[config.mk]
export PLATFORM = sky130hd
export DESIGN_NAME = pecir_regs
export DESIGN_NICKNAME = d
export VERILOG_FILES = /design/src/hdl/pecir_pkg.sv /design/src/hdl/pecir_cause_latch.sv /design/src/hdl/pecir_regs.sv
export SDC_FILE = /design/constraint.sdc
export NUM_CORES = 1
export LEC_CHECK = 0
export ABC_AREA = 1
export BUFFER_PORTS_ARGS = -buffer_cell sky130_fd_sc_hd__buf_2
export CAP_MARGIN = 20
export CORE_MARGIN = 4
export CORE_UTILIZATION = 38
export DETAILED_ROUTE_END_ITERATION = 6
export PLACE_DENSITY = 0.61
export RECOVER_POWER = 100
export SLEW_MARGIN = 20
export SYNTH_ARGS = -nofsm -noshare
export SYNTH_HDL_FRONTEND = slang
export SYNTH_SLANG_ARGS = --single-unit
[constraint.sdc]
create_clock -name i_mclk -period 1.4 [get_ports i_mclk]
set_clock_uncertainty 0.15 [all_clocks]
set_input_delay 0.14 -clock i_mclk [delete_from_list [all_inputs] [get_ports i_mclk]]
set_output_delay 0.14 -clock i_mclk [all_outputs]
set_load 0.1 [all_outputs]
[src/hdl/pecir_pkg.sv]
// constants for the extended control and interrupt register bank
package pecir_pkg;
    // register offsets in the management register space
    localparam logic [4:0] PECIR_ADDR_EXT_CTRL_ONE = 5'h17;
    localparam logic [4:0] PECIR_ADDR_EXT_CTRL_TWO = 5'h18;
    localparam logic [4:0] PECIR_ADDR_IRQ_MASK = 5'h19;
    localparam logic [4:0] PECIR_ADDR_IRQ_STATUS = 5'h1a;

    // extended control one field layout
    localparam int PECIR_RSVD_RW_LSB = 11;
    localparam int PECIR_RSVD_RW_MSB = 15;
    localparam int PECIR_MEDIA_LSB = 8;
    localparam int PECIR_MEDIA_MSB = 10;
    localparam int PECIR_FAR_LOOP_BIT = 3;
    localparam logic [2:0] PECIR_MEDIA_COPPER_ONLY = 3'h0;
    localparam logic [2:0] PECIR_MEDIA_RESET = 3'h0;

    // extended control two field layout
    localparam int PECIR_EDGE_LSB = 13;
    localparam int PECIR_EDGE_MSB = 15;
    localparam int PECIR_REDUCED_PWR_BIT = 12;
    localparam int PECIR_JUMBO_LSB = 4;
    localparam int PECIR_JUMBO_MSB = 5;
    localparam int PECIR_CONN_LOOP_BIT = 0;
    localparam logic [2:0] PECIR_EDGE_RESET = 3'h1;
    localparam logic [2:0] PECIR_EDGE_SLOWEST = 3'h3;
    localparam logic [2:0] PECIR_EDGE_DEFAULT = 3'h6;
    localparam logic [2:0] PECIR_EDGE_FASTEST = 3'h4;
    localparam logic [1:0] PECIR_JUMBO_RESET = 2'h0;
    localparam logic [1:0] PECIR_JUMBO_NORMAL = 2'h0;
    localparam logic [1:0] PECIR_JUMBO_9K = 2'h1;
    localparam logic [1:0] PECIR_JUMBO_12K = 2'h2;

    // maximum packet length in units of 0.5 kB
    localparam logic [5:0] PECIR_LEN_1K5 = 6'h03;
    localparam logic [5:0] PECIR_LEN_9K = 6'h12;
    localparam logic [5:0] PECIR_LEN_12K = 6'h18;
    localparam logic [5:0] PECIR_LEN_16K = 6'h20;

    // interrupt mask and status layout
    localparam int PECIR_IRQ_SUMMARY_BIT = 15;
    localparam int PECIR_CAUSE_SPEED = 14;
    localparam int PECIR_CAUSE_LINK = 13;
    localparam int PECIR_CAUSE_DUPLEX = 12;
    localparam int PECIR_CAUSE_DOWNSHIFT = 2;
    localparam int PECIR_CAUSE_RX_ERR = 0;
    localparam logic [14:0] PECIR_CAUSE_IMPL = 15'h7f6f;
    localparam logic [15:0] PECIR_MASK_IMPL = 16'hff6f;
    localparam logic [15:0] PECIR_MASK_RESET = 16'h0000;
    localparam logic [3:0] PECIR_ADV_ALL = 4'hf;
endpackage : pecir_pkg

[src/hdl/pecir_cause_latch.sv]
// sticky pending-cause word with read-to-clear and summary bit
`timescale 1ns/1ns
module pecir_cause_latch
    import pecir_pkg::*;
#(
    parameter int CAUSES = 15
)
(
    input wire logic i_mclk,                    // core clock
    input wire logic i_resetn,                  // synchronous reset, active low
    input wire logic i_sw_reset,                // software reset pulse
    input wire logic [CAUSES-1:0] i_set,        // qualified cause pulses
    input wire logic [CAUSES-1:0] i_enable,     // cause mask bits
    input wire logic i_read_clear,              // status word read pulse
    output logic [CAUSES-1:0] o_cause,          // pending causes
    output logic o_summary                      // any enabled cause pending
);
    // the cause map is fixed, so any other width is refused at elaboration
    if (CAUSES != 15)
    begin : g_bad_causes
        $error("pecir_cause_latch: CAUSES must be 15");
    end

    logic [CAUSES-1:0] next_cause;
    logic next_summary;
    logic [CAUSES-1:0] new_enabled;

    // a set arriving with the read is kept, since the host never saw it
    always_comb
    begin
        new_enabled = i_set & i_enable;
        if (i_read_clear)
        begin
            next_cause = i_set;
            next_summary = |new_enabled;
        end
        else
        begin
            next_cause = o_cause | i_set;
            next_summary = o_summary | (|new_enabled);
        end
    end

    always_ff @(posedge i_mclk)
    begin
        if (!i_resetn || i_sw_reset)
        begin
            o_cause <= '0;
            o_summary <= 1'b0;
        end
        else
        begin
            o_cause <= next_cause & PECIR_CAUSE_IMPL;
            o_summary <= next_summary;
        end
    end
endmodule : pecir_cause_latch

[src/hdl/pecir_regs.sv]
// extended control, interrupt mask and interrupt status register bank of one port
// How it works
// - media mode field, super-sticky, resets copper-only
// - new media mode waits for software reset
// - media field reads back mode in effect
// - sticky edge rate field, default 001
// - sticky jumbo field selects packet length
// - longer jumbo limits need reference clock within 60 ppm (9K mode) or 70 ppm (12K mode)
// - sticky mask bits, reserved bits read zero
// - pin enable routes summary bit to pin
// - pin enable off still records status
// - status bits report the fixed cause list
// - reading status clears every bit set before the read
// - bit 15 summarises, low bits give cause
// - speed and duplex causes need autonegotiation
// - downshift cause needs all four advertisement bits
// - no receive error during carrier extension
// - sticky bits kept only when retention enabled
// - autonegotiation disabled is inverse of enable
`timescale 1ns/1ns
module pecir_regs
    import pecir_pkg::*;
#(
    parameter int ADDR_W = 5,
    parameter int DATA_W = 16
)
(
    input wire logic i_mclk,                    // core clock, 25 MHz
    input wire logic i_resetn,                  // synchronous reset, active low
    input wire logic [ADDR_W-1:0] i_reg_addr,   // register address
    input wire logic i_reg_wr,                  // write strobe, one cycle
    input wire logic i_reg_rd,                  // read strobe, one cycle
    input wire logic [DATA_W-1:0] i_reg_wdata,  // write data
    input wire logic i_sw_reset,                // software reset pulse, register 0 bit 15
    input wire logic i_sticky_keep,             // sticky retention enable, bit 22.9
    input wire logic i_aneg_enable,             // autonegotiation enable, bit 0.12
    input wire logic [3:0] i_adv_bits,          // advertisement bits 4.8:5
    input wire logic i_carrier_ext,             // receive error used for carrier extension
    input wire logic i_ref_60ppm,               // reference clock held within 60 ppm
    input wire logic i_ref_70ppm,               // reference clock held within 70 ppm
    input wire logic [14:0] i_event,            // raw event pulses, one per cause
    output logic [DATA_W-1:0] o_reg_rdata,      // read data, registered
    output logic o_reg_rvalid,                  // read data valid pulse
    output logic [2:0] o_media_mode,            // media mode in effect
    output logic o_far_end_loopback,            // far-end loopback enable
    output logic o_connector_loopback,          // connector loopback enable
    output logic [2:0] o_edge_rate,             // 100BASE-TX edge rate code
    output logic o_reduced_power,               // reduced power mode enable
    output logic [1:0] o_jumbo_mode,            // jumbo packet mode code
    output logic [5:0] o_max_pkt_len,           // max packet length, 0.5 kB units
    output logic o_aneg_disabled,               // autonegotiation disabled indication
    output logic o_mgmt_irq_pin_out,            // interrupt pin level when driven
    output logic o_mgmt_irq_pin_oe              // interrupt pin open-drain enable
);
    // one field map is wired in, so other widths are refused at elaboration
    if (ADDR_W != 5 || DATA_W != 16)
    begin : g_bad_width
        $error("pecir_regs: only a 5-bit address and 16-bit data are served");
    end

    function automatic logic hit(input logic [ADDR_W-1:0] a, input logic [4:0] target);
        hit = (a == target);
    endfunction : hit

    logic [4:0] rsvd_rw;
    logic [2:0] media_pending;
    logic [2:0] media_active;
    logic far_loop;
    logic conn_loop;
    logic [2:0] edge_rate;
    logic reduced_pwr;
    logic [1:0] jumbo;
    logic [15:0] irq_mask;
    logic [14:0] cause;
    logic summary;
    logic [14:0] qualified;
    logic status_read;
    logic wr_one;
    logic wr_two;
    logic wr_mask;
    logic sticky_clear;
    logic [DATA_W-1:0] next_rdata;
    logic [5:0] next_len;

    assign wr_one = i_reg_wr && hit(i_reg_addr, PECIR_ADDR_EXT_CTRL_ONE);
    assign wr_two = i_reg_wr && hit(i_reg_addr, PECIR_ADDR_EXT_CTRL_TWO);
    assign wr_mask = i_reg_wr && hit(i_reg_addr, PECIR_ADDR_IRQ_MASK);
    assign status_read = i_reg_rd && hit(i_reg_addr, PECIR_ADDR_IRQ_STATUS);
    // software reset wipes sticky fields only when retention is off
    assign sticky_clear = i_sw_reset && !i_sticky_keep;

    // super-sticky: software reset only applies the pending mode, never clears
    always_ff @(posedge i_mclk)
    begin
        if (!i_resetn)
        begin
            media_pending <= PECIR_MEDIA_RESET;
            media_active <= PECIR_MEDIA_RESET;
        end
        else
        begin
            if (wr_one)
                media_pending <= i_reg_wdata[PECIR_MEDIA_MSB:PECIR_MEDIA_LSB];
            // a write in the reset cycle itself is applied at once
            if (i_sw_reset)
                media_active <= wr_one ? i_reg_wdata[PECIR_MEDIA_MSB:PECIR_MEDIA_LSB]
                                       : media_pending;
        end
    end

    // plain control bits return to defaults on any software reset
    always_ff @(posedge i_mclk)
    begin
        if (!i_resetn || i_sw_reset)
        begin
            rsvd_rw <= 5'h00;
            far_loop <= 1'b0;
            conn_loop <= 1'b0;
        end
        else
        begin
            if (wr_one)
            begin
                rsvd_rw <= i_reg_wdata[PECIR_RSVD_RW_MSB:PECIR_RSVD_RW_LSB];
                far_loop <= i_reg_wdata[PECIR_FAR_LOOP_BIT];
            end
            if (wr_two)
                conn_loop <= i_reg_wdata[PECIR_CONN_LOOP_BIT];
        end
    end

    // sticky control fields of register two
    always_ff @(posedge i_mclk)
    begin
        if (!i_resetn || sticky_clear)
        begin
            edge_rate <= PECIR_EDGE_RESET;
            reduced_pwr <= 1'b0;
            jumbo <= PECIR_JUMBO_RESET;
        end
        else if (wr_two)
        begin
            edge_rate <= i_reg_wdata[PECIR_EDGE_MSB:PECIR_EDGE_LSB];
            reduced_pwr <= i_reg_wdata[PECIR_REDUCED_PWR_BIT];
            jumbo <= i_reg_wdata[PECIR_JUMBO_MSB:PECIR_JUMBO_LSB];
        end
    end

    // sticky mask word
    always_ff @(posedge i_mclk)
    begin
        if (!i_resetn || sticky_clear)
            irq_mask <= PECIR_MASK_RESET;
        else if (wr_mask)
            irq_mask <= i_reg_wdata & PECIR_MASK_IMPL;
    end

    // cause qualification before latching
    always_comb
    begin
        qualified = i_event;
        qualified[PECIR_CAUSE_SPEED] = i_event[PECIR_CAUSE_SPEED] && i_aneg_enable;
        qualified[PECIR_CAUSE_DUPLEX] = i_event[PECIR_CAUSE_DUPLEX] && i_aneg_enable;
        qualified[PECIR_CAUSE_DOWNSHIFT] = i_event[PECIR_CAUSE_DOWNSHIFT]
                                           && (i_adv_bits == PECIR_ADV_ALL);
        qualified[PECIR_CAUSE_RX_ERR] = i_event[PECIR_CAUSE_RX_ERR] && !i_carrier_ext;
    end

    pecir_cause_latch #(
        .CAUSES(15)
    ) u_cause (
        .i_mclk(i_mclk),
        .i_resetn(i_resetn),
        .i_sw_reset(i_sw_reset),
        .i_set(qualified),
        .i_enable(irq_mask[14:0]),
        .i_read_clear(status_read),
        .o_cause(cause),
        .o_summary(summary)
    );

    // jumbo limit; 9K mode lengthens with the 60 ppm clock, 12K mode with the 70 ppm clock
    always_comb
    begin
        case (jumbo)
            PECIR_JUMBO_NORMAL: next_len = PECIR_LEN_1K5;
            PECIR_JUMBO_9K: next_len = i_ref_60ppm ? PECIR_LEN_12K : PECIR_LEN_9K;
            PECIR_JUMBO_12K: next_len = i_ref_70ppm ? PECIR_LEN_16K : PECIR_LEN_12K;
            default: next_len = PECIR_LEN_1K5;
        endcase
    end

    // read mux; status read returns the word as it was before clearing
    always_comb
    begin
        next_rdata = '0;
        case (i_reg_addr)
            PECIR_ADDR_EXT_CTRL_ONE:
            begin
                next_rdata[PECIR_RSVD_RW_MSB:PECIR_RSVD_RW_LSB] = rsvd_rw;
                next_rdata[PECIR_MEDIA_MSB:PECIR_MEDIA_LSB] = media_active;
                next_rdata[PECIR_FAR_LOOP_BIT] = far_loop;
            end
            PECIR_ADDR_EXT_CTRL_TWO:
            begin
                next_rdata[PECIR_EDGE_MSB:PECIR_EDGE_LSB] = edge_rate;
                next_rdata[PECIR_REDUCED_PWR_BIT] = reduced_pwr;
                next_rdata[PECIR_JUMBO_MSB:PECIR_JUMBO_LSB] = jumbo;
                next_rdata[PECIR_CONN_LOOP_BIT] = conn_loop;
            end
            PECIR_ADDR_IRQ_MASK: next_rdata = irq_mask;
            PECIR_ADDR_IRQ_STATUS: next_rdata = {summary, cause};
            default: next_rdata = '0;
        endcase
    end

    always_ff @(posedge i_mclk)
    begin
        if (!i_resetn)
        begin
            o_reg_rdata <= '0;
            o_reg_rvalid <= 1'b0;
        end
        else
        begin
            o_reg_rvalid <= i_reg_rd;
            if (i_reg_rd)
                o_reg_rdata <= next_rdata;
        end
    end

    // control outputs, one flop behind the register state
    always_ff @(posedge i_mclk)
    begin
        if (!i_resetn)
        begin
            o_media_mode <= PECIR_MEDIA_RESET;
            o_far_end_loopback <= 1'b0;
            o_connector_loopback <= 1'b0;
            o_edge_rate <= PECIR_EDGE_RESET;
            o_reduced_power <= 1'b0;
            o_jumbo_mode <= PECIR_JUMBO_RESET;
            o_max_pkt_len <= PECIR_LEN_1K5;
            o_aneg_disabled <= 1'b0;
        end
        else
        begin
            o_media_mode <= media_active;
            o_far_end_loopback <= far_loop;
            o_connector_loopback <= conn_loop;
            o_edge_rate <= edge_rate;
            o_reduced_power <= reduced_pwr;
            o_jumbo_mode <= jumbo;
            o_max_pkt_len <= next_len;
            o_aneg_disabled <= !i_aneg_enable;
        end
    end

    // open drain: pulled low while enabled summary is pending
    always_ff @(posedge i_mclk)
    begin
        if (!i_resetn)
        begin
            o_mgmt_irq_pin_out <= 1'b0;
            o_mgmt_irq_pin_oe <= 1'b0;
        end
        else
        begin
            o_mgmt_irq_pin_out <= 1'b0;
            o_mgmt_irq_pin_oe <= irq_mask[PECIR_IRQ_SUMMARY_BIT] && summary;
        end
    end
endmodule : pecir_regs

After elaboration in Yosys (flattened, before gate mapping)
Index checks and enable logic that the tools add are counted.
{ "classes": {"n_addsub": 0, "mul": 0, "div_mod_pow": 0, "n_lt_le_gt_ge": 0, "n_eq_ne": 7, "n_shift": 0, "muxes": 13, "bitwise_logic": 3, "n_reduce_logical": 17} }
{ "op_table": {"columns": ["op", "n"], "rows": [
  ["equality test 5 bit (second input constant)", 4],
  ["one-hot mux 4 bit (4 select lines)", 1],
  ["AND 15 bit", 1],
  ["2-to-1 mux 15 bit", 1],
  ["bitwise OR 15 bit", 1],
  ["OR reduction 15 bit", 1],
  ["one-hot mux 4 bit (3 select lines)", 1],
  ["one-hot mux 6 bit (2 select lines)", 1],
  ["logical AND 1 bit", 10],
  ["one-hot mux 2 bit (2 select lines)", 2],
  ["2-to-1 mux 6 bit", 1],
  ["one-hot mux 1 bit (3 select lines)", 2],
  ["one-hot mux 2 bit (3 select lines)", 1],
  ["equality test 4 bit (second input constant)", 1],
  ["logical NOT 1 bit", 4],
  ["2-to-1 mux 4 bit", 1],
  ["2-to-1 mux 3 bit", 1],
  ["equality test 2 x 1 -> 1 bit (second input constant)", 1],
  ["equality test 2 bit (second input constant)", 1],
  ["logical OR 1 bit", 2],
  ["2-to-1 mux 1 bit", 1],
  ["bitwise OR 1 bit", 1]
]} }
{ "word_totals": {"register_bits": 85, "latch_bits": 0, "mem_bits_rw": 0, "romBits": 0, "input_bits": 50, "out_inout_bits": 37, "mem_count": 0} }

Longest topological paths before layout
Gate-level depths: netlist (run 1).
{ "depth": {"ltp_word": 6, "ltp_mapped": 9} }

By module
Synthesis (run 1) repeated with hierarchy kept, for this count alone.
{ "unflattened": {"hier_cells": 458, "hier_area_um2": 3333.2} }
{ "by_module_without_submodules": {"columns": ["mod", "n_inst", "cells_each", "area_per_inst_um2"], "rows": [
  ["pecir_regs", 1, 378, 2765.2],
  ["pecir_cause_latch", 1, 80, 568.0]
]} }

Worst setup path before layout (run 1)
OpenSTA, ideal clock, no wires.
{ "synth_timing": {"kind": "register -> register", "from": "reg, netlist name o_reg_rdata[2]", "to": "reg o_reg_rdata[2]", "setup_time_ns": 0.058, "arrival_time_ns": 1.237, "setup_slack_ns": -0.045, "path_stages_with_launch": 5, "path_buffers": 0, "period_less_slack_ns": 1.445, "path_cell_list": "dfxtp_1 -> nand2_1 -> nand2_1 -> o21ai_0 -> inv_1"} }
{ "synth_rtl": {"columns": ["item", "line_no", "source"], "rows": [
  ["end signal: assignment", "pecir_regs.sv:228", "o_reg_rdata <= next_rdata;"],
  ["end: declaration", "pecir_regs.sv:42", "output logic [DATA_W-1:0] o_reg_rdata,"]
]} }

Final worst setup path (run 1)
{ "layout_timing": {"from": "reg jumbo[0]", "to": "reg o_max_pkt_len[3]"} }
{ "layout_between": {"elab_chain_cells": 2} }
{ "layout_lines": {"columns": ["item", "line_no", "source"], "rows": [
  ["start: declaration", "pecir_regs.sv:72", "logic [1:0] jumbo;"],
  ["start signal: assignment", "pecir_regs.sv:145", "jumbo <= i_reg_wdata[PECIR_JUMBO_MSB:PECIR_JUMBO_LSB];"],
  ["equality test 2 bit / equality test 2 x 1 -> 1 bit (equally long branches)", "pecir_regs.sv:185", "case (jumbo)"],
  ["one-hot mux 6 bit (2 select lines) (*)", "pecir_regs.sv:185", null],
  ["end signal: assignment", "pecir_regs.sv:254", "o_max_pkt_len <= next_len;"],
  ["end: declaration", "pecir_regs.sv:50", "output logic [5:0] o_max_pkt_len,"]
]} }
Mark *: on every way between the ends. The rest lies on a longest branch, timed or not.
A chain may end at the register's enable or synchronous reset.

==> results of run 1 <==
-- worst register-to-register path, delay by kind of cell (launching register included) --
family | cells | cell delay (ps)
DFF | 1 | 340
AOI/OAI and AO/OA | 1 | 130
and+or+nand+nor | 1 | 320
buffers and inverters | 1 | 50
adders and majority gates | 1 | 270
-- placed cells by master (no fill, tap or decap), drive strengths merged --
| master | instances |
|---|---|
| or2 | 1 |
| nor2 | 35 |
| nor3 | 2 |
| clkinvlp | 2 |
| o211ai | 4 |
| nand3 | 58 |
| inv | 48 |
| conb | 3 |
| dlygate4sd3 | 36 |
| and2 | 1 |
| bufinv | 1 |
| clkbuf | 31 |
| o21ai | 17 |
| o22ai | 1 |
| clkinv | 2 |
| dfxtp | 81 |
| a21oi | 41 |
| nand4 | 5 |
| buf | 79 |
| nand2 | 128 |
| ha | 2 |
-- state kept, by name, summed over array words and instances, names as in the netlist, 2 cells and up --
| register | flops |
|---|---|
| edge_rate | 3 |
| irq_mask | 14 |
| jumbo | 2 |
| media_active | 3 |
| media_pending | 3 |
| o_edge_rate | 3 |
| o_jumbo_mode | 2 |
| o_max_pkt_len | 5 |
| o_media_mode | 3 |
| o_reg_rdata | 15 |
| rsvd_rw | 5 |
| u_cause.o_cause | 13 |
-- routing by layer --
layer | share of wire | vias up
met2 | 0.46 | 106
met4 | 0.018 | 0
met1 | 0.45 | 1449
li1 | - | 1673
met3 | 0.063 | 16
met5 | 0 | -
-- cell type report --
cell class	count	area, sq um
multi-input combinational	298	1385
timing repair buffer	134	1057
tap	105	131.4
clock inverter	4	50.05
sequential	81	1624
inverter	49	183.9
clock buffer	12	165.2
fill	829	3744
-- Yosys cell counts (5+ instances only) --
library cell / count / area [sq um]
sky130_fd_sc_hd__inv_1: 42 / 157.7
sky130_fd_sc_hd__a21oi_1: 41 / 205.2
sky130_fd_sc_hd__o21ai_1: 7 / 35.03
sky130_fd_sc_hd__buf_4: 7 / 52.55
sky130_fd_sc_hd__dfxtp_1: 81 / 1622
sky130_fd_sc_hd__buf_2: 5 / 25.02
sky130_fd_sc_hd__o21ai_0: 9 / 45.04
sky130_fd_sc_hd__nor2_1: 29 / 108.9
sky130_fd_sc_hd__nand3_1: 56 / 280.3
sky130_fd_sc_hd__clkbuf_1: 5 / 18.77
sky130_fd_sc_hd__inv_2: 6 / 22.52
sky130_fd_sc_hd__nand4_1: 5 / 31.28
sky130_fd_sc_hd__nand2_1: 123 / 461.7
-- report_power, final --
part	total (uW)	switching [uW]	internal [uW]	leakage, uW
Combinational	463	275	189	0.00137
Clock	1820	855	967	0.000105
Sequential	2340	14.4	2330	0.000656
Total	4630	1140	3490	0.00213
-- final timing paths --
kind / startpoint / endpoint / slack (ps) / cells after the start
min reg2reg: reduced_pwr / o_reduced_power / 310 / 2
min: i_adv_bits[0] / u_cause.o_cause[2] / 6 / 5
max: jumbo[0] / o_max_pkt_len[3] / 70 / 4
max reg2reg: jumbo[0] / o_max_pkt_len[3] / 70 / 4
-- timing repair --
item | CTS | global route
hold buffers | 36 | 0
resized for setup | 13 | 20
setup buffers | 0 | 0
hold endpoints to repair | 52 | 0
setup endpoints to repair | 13 | 21
-- logic make-up after synthesis --
| group | count (synthesis) |
|---|---|
| compound gates | 63 |
| fa+ha+maj | 2 |
| buf+inv | 69 |
| flops | 81 |
| other cells | 1 |
| simple gates | 230 |
-- through the flow --
step           instance area, sq um  total power (uW)
3_5_place_dp                   3941              2775
3_3_place_gp                   3941              2770
4_1_cts                        4549              4658
2_1_floorplan                  3312              2622
6_report                       4597              4629
5_1_grt                        4597              4829
==> flow_metrics.py, run 1 <==
metrics = {
    "logic_synthesis": {
        "syn_avg_cell_area_sq_um": 7.406,
        "number_of_flops_mapped_to_enable_cells_by_yosys": 0,
        "dominantRegCellSynth": "sky130_fd_sc_hd__dfxtp_1",
        "synth_xor_xnor_area_share": 0,
        "synth.area.mux_share": 0,
        "synth.yosys.seq_area_share": 0.4909,
        "synth_simple_gate_area_share": 0.3076,
        "adder_cell_area_share_of_the_yosys_netlist": 0.007576,
        "post_synthesis_cells": 446,
        "synth-warning-count": 0,
        "mappedNetlistArea_sq_um": 3303,
        "synth_top_family_by_area": "simple AND/OR/NAND/NOR gates",
        "ys_seq_elements": 81,
        "synth-compound-area-share": 0.1000,
        "synth.distinct_cells": 30,
        "async_flop_share": 0,
    },
    "pwr": {
        "power_density_nw_per_um2": 1007,
        "leakage_uw": 0.002128,
        "max-vdd-ir-drop_mv": 0.5160,
    },
    "clock_network": {
        "ctsHtreeMaxLevel": 3,
        "clock_latency_late_sink_ps": 360,
        "cts_tree": "yes",
        "clk_transition_reported_paths_ps": 80,
        "ctsLongestPathBuffers": 2,
        "ctsRootBufferMaster": "sky130_fd_sc_hd__clkbuf_8",
        "cts_sinks": 81,
        "cts_buffers": 9,
    },
    "floorplan": {
        "rows": 33,
        "die_h_um": 101.2,
        "initial_core_util": 0.3960,
        "io_pins": 87,
        "die_x_um": 101.2,
        "die_area_sq_um": 10250,
        "coreArea_sq_um": 8341,
    },
    "global_routing": {
        "first_global_vias": 3153,
        "antenna_found_initial": 0,
        "gr-usage-met2": 0.3073,
        "grt_first_pass_wirelength_um": 15020,
        "busiest_layer": "met2",
        "grt_max_degree": 35,
        "grt_util_met1": 0.2417,
        "globalRouteTotalUtil": 0.1889,
        "use_met3": 0.04683,
        "grt_overflow": 0,
    },
    "final_layout": {
        "post_layout_nonfiller_instances": 683,
        "layout-drive-gt1-share": 0.2405,
        "finalCoreUtilization": 0.5512,
        "antennaDiodeCount": 0,
        "areaGrowthSynthToFinish_pct": 39.17,
        "finish.net_count": 625,
    },
    "timing": {
        "finalMaxSlewViolations": 0,
        "rsz_0062_raised_after_global_routing": "yes",
        "holdWs_ps": 5.826,
        "setup-tns-final_ps": 0,
        "period_needed_ps": 1327,
        "final_number_of_hold_violating_endpoints": 0,
        "final_ws_setup_ps": 72.87,
        "setup_violations": 0,
        "post-route-period-util": 0.9480,
        "fmax_mhz": 753.5,
    },
    "setup_path": {
        "data_required_time_at_the_worst_endpoint_ps": 1540,
        "stage_delay_of_the_slowest_cell_on_the_critical_path_ps": 340,
        "crit_path_cell_trace": "inv_1, ha_1, or2_2, a21oi_1",
        "critical_path.slowest_cell": "sky130_fd_sc_hd__dfxtp_2",
        "timing.critical_path.fanout_max": 3,
        "worst_setup_path_start_kind": "register",
        "path_class": "register to register",
        "crit_family": "flip-flops",
        "critical_path.endpoint_type": "register",
        "worstPathBufferInverterCount": 1,
        "worst_ep_arrival_time_ps": 1470,
    },
    "worst_hold_path": {
        "holdCritPathClass": "primary input to register",
    },
    "drt": {
        "detail_route.iter0.violations": 167,
        "wl_um": 9277,
        "drt_first_pass_iters": 5,
        "avgRoutedWirePerCell_um": 13.58,
        "detail_route.vias_per_cell": 4.750,
        "antenna_violating_nets_remaining": 0,
        "dr_vias": 3244,
        "route.detailed.drc": 0,
    },
    "placed_design": {
        "placed_cells_incl_taps": 631,
        "pre_cts_slack_ps": -6.393,
        "place.gp.congestion": 0.8354,
        "portBuffers": 80,
        "detailedPlacementHpwl_um": 6729,
    },
    "flow_run": {
        "timing.max_cap.violations": 0,
    },
    "status": {
        "status": "finished clean",
    },
}
(Power assumes the default switching activity.)
==> run 2: changes to the inputs <==
--- a/config.mk
+++ b/config.mk
@@ -5,7 +5,7 @@
 export SDC_FILE = /design/constraint.sdc
 export NUM_CORES = 1
 export LEC_CHECK = 0
-export ABC_AREA = 1
+export ABC_AREA = 0
 export BUFFER_PORTS_ARGS = -buffer_cell sky130_fd_sc_hd__buf_2
 export CAP_MARGIN = 20
 export CORE_MARGIN = 4
==> run 2 against run 1 <==
Utilization is 0.94 points lower; register-to-register slack better by 30 ps; synthesized cell count is 21% lower; worst setup slack worse by 42 ps; cell area is 3.6% lower; count of clock-buffer cells in the layout stayed put; global-route usage is 0.48 points higher; sequential share of layout area is 1.3 points higher; via count is 7.6% lower; die area is 3.1% lower; critical endpoint is now o_max_pkt_len[3]; largest power group unchanged; highest routed layer unchanged.
==> flow_metrics.py, run 2 <==
metrics = {
    "final_layout": {
        "largestRegisters": "o_reg_rdata: 15 flops, irq_mask: 14 flops, u_cause.o_cause: 13 flops",
        "largest_register_ffs": 15,
        "most-common-layout-cells": "sky130_fd_sc_hd__dfxtp_1, sky130_fd_sc_hd__buf_2, sky130_fd_sc_hd__a21oi_1",
        "seq_area_sq_um": 1623,
        "final_common_cell": "sky130_fd_sc_hd__dfxtp_1",
        "layout-drive-gt1-share": 0.2567,
        "max_flop_register": "o_reg_rdata",
        "antennaDiodeCount": 0,
        "multiInputGateArea_sq_um": 1418,
        "filler_cell_count": 785,
        "areaGrowthSynthToFinish_pct": 38.71,
        "finish.net_count": 530,
        "layout.cell_area.non_filler_sq_um": 4429,
    },
    "placed_design": {
        "placed_cell_area_sq_um": 3872,
        "place.gp.congestion": 0.8429,
        "pre_cts_slack_ps": -198.3,
        "detailedPlacementHpwl_um": 6701,
        "portBuffers": 80,
    },
    "timing": {
        "rsz_0062_raised_after_global_routing": "no",
        "finalMaxSlewViolations": 0,
        "post-route-period-util": 0.9776,
        "period_needed_ps": 1369,
        "fmax_mhz": 730.6,
        "final_number_of_hold_violating_endpoints": 0,
        "final_ws_setup_ps": 31.29,
        "setup_violations": 0,
    },
    "setup_path": {
        "regToRegEndpoint": "u_cause.o_summary",
        "worst_ep_arrival_time_ps": 1080,
        "crit-reg2reg-launch": "irq_mask[8]",
        "reg2reg_setup_slack_ps": 100,
        "critical_path.endpoint_type": "primary output",
        "stage_delay_of_the_slowest_cell_on_the_critical_path_ps": 420,
        "path_class": "register to primary output",
        "worstPathBufferInverterCount": 1,
        "timing.reg2reg.worst_path_depth": 3,
        "data_required_time_at_the_worst_endpoint_ps": 1110,
        "critical_path.slowest_cell": "sky130_fd_sc_hd__buf_2",
        "crit_family": "buffers and inverters",
        "worst_setup_path_start_kind": "register",
        "crit_path_cell_trace": "buf_2",
        "timing.critical_path.fanout_max": 1,
    },
    "logic_synthesis": {
        "post_synthesis_cells": 353,
        "ys_seq_elements": 81,
        "netlist.top_cell.by_area": "sky130_fd_sc_hd__dfxtp_1",
        "async_flop_share": 0,
        "synth-warning-count": 0,
        "synth.top_cells.by_area": "sky130_fd_sc_hd__dfxtp_1, sky130_fd_sc_hd__a21oi_1, sky130_fd_sc_hd__nand3_1",
        "dominantRegCellSynth": "sky130_fd_sc_hd__dfxtp_1",
        "synth.distinct_cells": 45,
        "yosys-top-cells-count": "sky130_fd_sc_hd__dfxtp_1, sky130_fd_sc_hd__a21oi_1, sky130_fd_sc_hd__nand2_1, sky130_fd_sc_hd__nand3_1, sky130_fd_sc_hd__nor2_1",
        "netlist.area_leader.share": 0.5078,
        "syn_avg_cell_area_sq_um": 9.046,
        "synth.yosys.seq_area_share": 0.5078,
        "mappedNetlistArea_sq_um": 3193,
        "number_of_flops_mapped_to_enable_cells_by_yosys": 0,
        "post-synth-top-count-cell": "sky130_fd_sc_hd__dfxtp_1",
    },
    "drt": {
        "antenna_violating_nets_remaining": 0,
        "avgRoutedWirePerCell_um": 15.93,
        "detail_route.wirelength.met1_um": 4169,
        "detail_route.vias_per_cell": 5.100,
        "met3_wirelength_um": 426,
        "dr_vias": 2999,
        "route.detailed.drc": 0,
        "drt_first_pass_iters": 4,
        "topRoutingLayerUsed": "met4",
        "wl_met2_um": 4573,
        "wl_um": 9365,
        "detail_route.iter0.violations": 171,
    },
    "pwr": {
        "post-layout-total-power_uw": 4656,
        "leakage_uw": 0.001761,
        "power_density_nw_per_um2": 1051,
        "max-vdd-ir-drop_mv": 0.5837,
    },
    "clock_network": {
        "ctsRootBufferMaster": "sky130_fd_sc_hd__clkbuf_8",
        "cts_tree": "yes",
        "clock_latency_late_sink_ps": 350,
        "cts_buffers": 9,
        "clk_transition_reported_paths_ps": 80,
        "ctsHtreeMaxLevel": 3,
        "ctsLongestPathBuffers": 2,
        "cts_sinks": 81,
    },
    "worst_hold_path": {
        "holdPathStages": 4,
        "holdCritPathClass": "primary input to register",
        "whs_endpoint": "u_cause.o_cause[2]",
        "worst_hold_startpoint": "i_adv_bits[0]",
    },
    "global_routing": {
        "grt_first_pass_wirelength_um": 14970,
        "globalRouteTotalUtil": 0.1937,
        "antenna_found_initial": 0,
        "grt_max_degree": 28,
        "first_global_vias": 2945,
        "grt_overflow": 0,
    },
    "floorplan": {
        "die_area_sq_um": 9933,
        "io_pins": 87,
        "die_x_um": 99.67,
        "coreArea_sq_um": 8175,
        "die_h_um": 99.67,
        "rows": 33,
        "initial_core_util": 0.3906,
    },
    "status": {
        "status": "finished clean",
    },
    "flow_run": {
        "timing.max_cap.violations": 0,
    },
}
==> run 2: cell families after synthesis <==
group,after synthesis,synth area share
AOI/OAI and AO/OA,97,0.1916
and+or+nand+nor,133,0.2198
buffers and inverters,32,0.04976
DFF,81,0.5078
muxes,7,0.02194
other,1,0.001174
adders and majority gates,2,0.007836
==> run 2: metrics by stage <==
stage / std cells / util / TNS (ps) / hold slack [ps]
floorplan: 355 / - / 0 / 61.61
global placement: 538 / 0.4737 / -879.8 / 217.4
detailed placement: 538 / 0.4737 / -1602 / 223.7
CTS: 588 / 0.5453 / 0 / 35.06
global route: 588 / 0.5418 / 0 / 53.04
finish: 588 / 0.5418 / 0 / 40.16
==> run 2: worst reg2reg max path: stages, from the launching register on <==
cell and delay [ps]:
sky130_fd_sc_hd__dfxtp_2 350, sky130_fd_sc_hd__a222oi_1 370, sky130_fd_sc_hd__and3_1 220, sky130_fd_sc_hd__a41oi_2 80
==> run 2: metal layers <==
layer  GRT usage  vias up
met3     0.03647       16
met5           0        -
li1            -     1495
met2      0.3166       71
met1      0.2527     1417
met4     0.07458        0
==> run 2: timing repair <==
| action | in CTS | in global routing |
|---|---|---|
| hold buffers | 34 | 0 |
| hold endpoints to repair | 54 | 0 |
| gates resized for setup | 12 | 16 |
| pin swaps | 0 | 3 |
| setup buffers | 0 | 0 |
| setup endpoints to repair | 12 | 13 |
==> run 2: worst max-delay path by stage <==
stage | startpoint | end | depth (start not counted)
finish | o_max_pkt_len[3] | o_max_pkt_len[3] | 1
global route | o_edge_rate[2] | o_edge_rate[2] | 1
CTS | o_reg_rvalid | o_reg_rvalid | 1
detailed placement | i_reg_addr[3] | o_reg_rdata[15] | 6
global placement | i_reg_addr[3] | o_reg_rdata[15] | 6
floorplan | o_reg_rdata[2] | o_reg_rdata[2] | 2
==> run 2: report_power, final <==
part	total [uW]	leakage (uW)	internal (uW)	switching, uW
Sequential	2350	0.000657	2330	20.6
Combinational	497	0.00100	208	290
Clock	1800	0.000105	967	837
Total	4660	0.00176	3510	1150
==> run 2: cell type report <==
class                   instances  area share
clock buffers                  12     0.03729
inverters                       6    0.005085
clock inverters                 4     0.01130
flip-flops and latches         81      0.3664
repair buffers                138      0.2302
multi-input cells             242      0.3201
well taps                     105     0.02966
==> run 3: changes to the inputs <==
--- a/config.mk
+++ b/config.mk
@@ -8,6 +8,7 @@
 export ABC_AREA = 0
 export BUFFER_PORTS_ARGS = -buffer_cell sky130_fd_sc_hd__buf_2
 export CAP_MARGIN = 20
+export CORE_ASPECT_RATIO = 1.1
 export CORE_MARGIN = 4
 export CORE_UTILIZATION = 38
 export DETAILED_ROUTE_END_ITERATION = 6
==> run 3 against run 2 <==
First-iteration DRC count shrank 20%; utilization grew 0.30 points; hold slack lost 15 ps; die area is essentially flat; sequential cell count is the same; fmax shrank 0.85%; sequential power is essentially flat; largest cell class unchanged; via count grew 0.70%; clock power shrank 7%; register-to-register slack lost 30 ps.
==> flow_metrics.py, run 3 (synthesized netlist as in run 2, its figures left out) <==
metrics = {
    "final_layout": {
        "final_common_cell": "sky130_fd_sc_hd__dfxtp_1",
        "post_layout_nonfiller_instances": 591,
        "layout-drive-gt1-share": 0.2567,
        "most-common-layout-cells": "sky130_fd_sc_hd__dfxtp_1, sky130_fd_sc_hd__a21oi_1, sky130_fd_sc_hd__buf_2",
        "largestRegisters": "o_reg_rdata: 15 flops, irq_mask: 14 flops, u_cause.o_cause: 13 flops",
        "finalCoreUtilization": 0.5448,
        "areaGrowthSynthToFinish_pct": 37.19,
        "max_flop_register": "o_reg_rdata",
        "finish.net_count": 531,
        "antennaDiodeCount": 0,
        "largest_register_ffs": 15,
    },
    "pwr": {
        "power_density_nw_per_um2": 1032,
        "max-vdd-ir-drop_mv": 0.4816,
        "leakage_uw": 0.001731,
    },
    "global_routing": {
        "grt_overflow": 0,
        "antenna_found_initial": 0,
        "grt_first_pass_wirelength_um": 14570,
        "grt_max_degree": 28,
        "globalRouteTotalUtil": 0.1901,
        "first_global_vias": 2945,
    },
    "setup_path": {
        "worst_setup_path_start_kind": "primary input",
        "timing.critical_path.fanout_max": 2,
        "data_required_time_at_the_worst_endpoint_ps": 1470,
        "worst_ep_arrival_time_ps": 1450,
        "path_class": "primary input to register",
        "critical_path.endpoint_type": "register",
    },
    "drt": {
        "dr_vias": 3020,
        "drt_first_pass_iters": 4,
        "avgRoutedWirePerCell_um": 15.39,
        "detail_route.iter0.violations": 137,
        "antenna_violating_nets_remaining": 0,
        "route.detailed.drc": 0,
        "wl_um": 9093,
        "detail_route.vias_per_cell": 5.110,
    },
    "clock_network": {
        "cts_buffers": 9,
        "ctsHtreeMaxLevel": 3,
        "postCtsSetupBuffers": 0,
        "cts_tree": "yes",
        "clock_latency_late_sink_ps": 350,
        "cts_sinks": 81,
        "ctsRootBufferMaster": "sky130_fd_sc_hd__clkbuf_8",
        "ctsLongestPathBuffers": 2,
        "clk_transition_reported_paths_ps": 80,
    },
    "timing": {
        "setup-tns-final_ps": 0,
        "finalMaxSlewViolations": 0,
        "final_ws_setup_ps": 19.53,
        "final_number_of_hold_violating_endpoints": 0,
        "rsz_0062_raised_after_global_routing": "yes",
        "period_needed_ps": 1380,
        "setup_violations": 0,
        "post-route-period-util": 0.9860,
        "fmax_mhz": 724.4,
    },
    "placed_design": {
        "portBuffers": 80,
        "placed_cells_incl_taps": 544,
        "pre_cts_slack_ps": -124.0,
        "detailedPlacementHpwl_um": 6705,
        "place.gp.congestion": 0.9068,
    },
    "floorplan": {
        "die_h_um": 104.1,
        "io_pins": 87,
        "die_area_sq_um": 9935,
        "die_x_um": 95.40,
        "coreArea_sq_um": 8040,
        "rows": 34,
        "initial_core_util": 0.3971,
    },
    "worst_hold_path": {
        "holdCritPathClass": "primary input to register",
    },
    "flow_run": {
        "timing.max_cap.violations": 0,
    },
    "status": {
        "status": "finished clean",
    },
}
## run 3: changes by cell type in the layout (fill, tap and decap cells not counted), moves of 2 or more
cell | before | now
sky130_fd_sc_hd__and2_0 | 7 | 9
sky130_fd_sc_hd__buf_4 | 21 | 24
sky130_fd_sc_hd__and2_1 | 5 | 3
sky130_fd_sc_hd__buf_2 | 52 | 47
sky130_fd_sc_hd__dlymetal6s4s_1 | 2 | 0
sky130_fd_sc_hd__clkbuf_8 | 12 | 14
sky130_fd_sc_hd__clkbuf_4 | 24 | 30
sky130_fd_sc_hd__buf_12 | 3 | 0
## run 3: where the power goes
part	internal [uW]	switching, uW	leakage, uW	total [uW]
sequential	2330	19.7	0.000656	2350
clock	878	804	0.000101	1680
combinational	201	285	0.000974	485
## run 3: per-stage QoR
step,power [uW],hold slack (ps),area (sq um)
2_1_floorplan,2652,61.61,3202
3_3_place_gp,2821,218.1,3874
3_5_place_dp,2828,223.7,3874
4_1_cts,4572,6.142,4429
5_1_grt,4688,23.54,4380
6_report,4522,25.40,4380
## run 3: path summary, 6_finish.rpt
check                                     start           endpoint  slack [ps]  depth (start not counted)
worst max-delay path                 i_event[8]  u_cause.o_summary          20                          5
worst min-delay path                   i_reg_rd     o_reg_rdata[4]          30                          3
worst max register to register      irq_mask[8]  u_cause.o_summary          70                          3
worst min register to register  o_reg_rdata[12]    o_reg_rdata[12]         300                          2
## run 3: layout make-up
cell class / count / area [sq um]
Tap cell: 108 / 135.1
Inverter: 6 / 22.52
Clock inverter: 1 / 7.507
Timing Repair Buffer: 139 / 993.5
Fill cell: 776 / 3660
Sequential cell: 81 / 1623
Clock buffer: 14 / 192.7
Multi-Input combinational cell: 242 / 1406
## run 3: worst max-delay path, stage by stage
cell                            delay (ps)
sky130_fd_sc_hd__dlygate4sd3_1         530
sky130_fd_sc_hd__buf_2                 130
sky130_fd_sc_hd__a222oi_1              350
sky130_fd_sc_hd__and3_1                210
sky130_fd_sc_hd__a41oi_1               100
## run 3: timing repair
item | in CTS | in global routing
hold buffers | 32 | 0
gates resized for setup | 14 | 13
hold endpoints to repair | 53 | 0
pin swaps | 0 | 2
endpoints found under the setup margin | 14 | 14
## run 3: metal layers
layer,vias up,track usage,wire length [um]
met5,-,0,0
met4,0,0.07520,216
met3,15,0.04559,545
met2,96,0.3162,4523
met1,1410,0.2328,3808
li1,1499,-,-
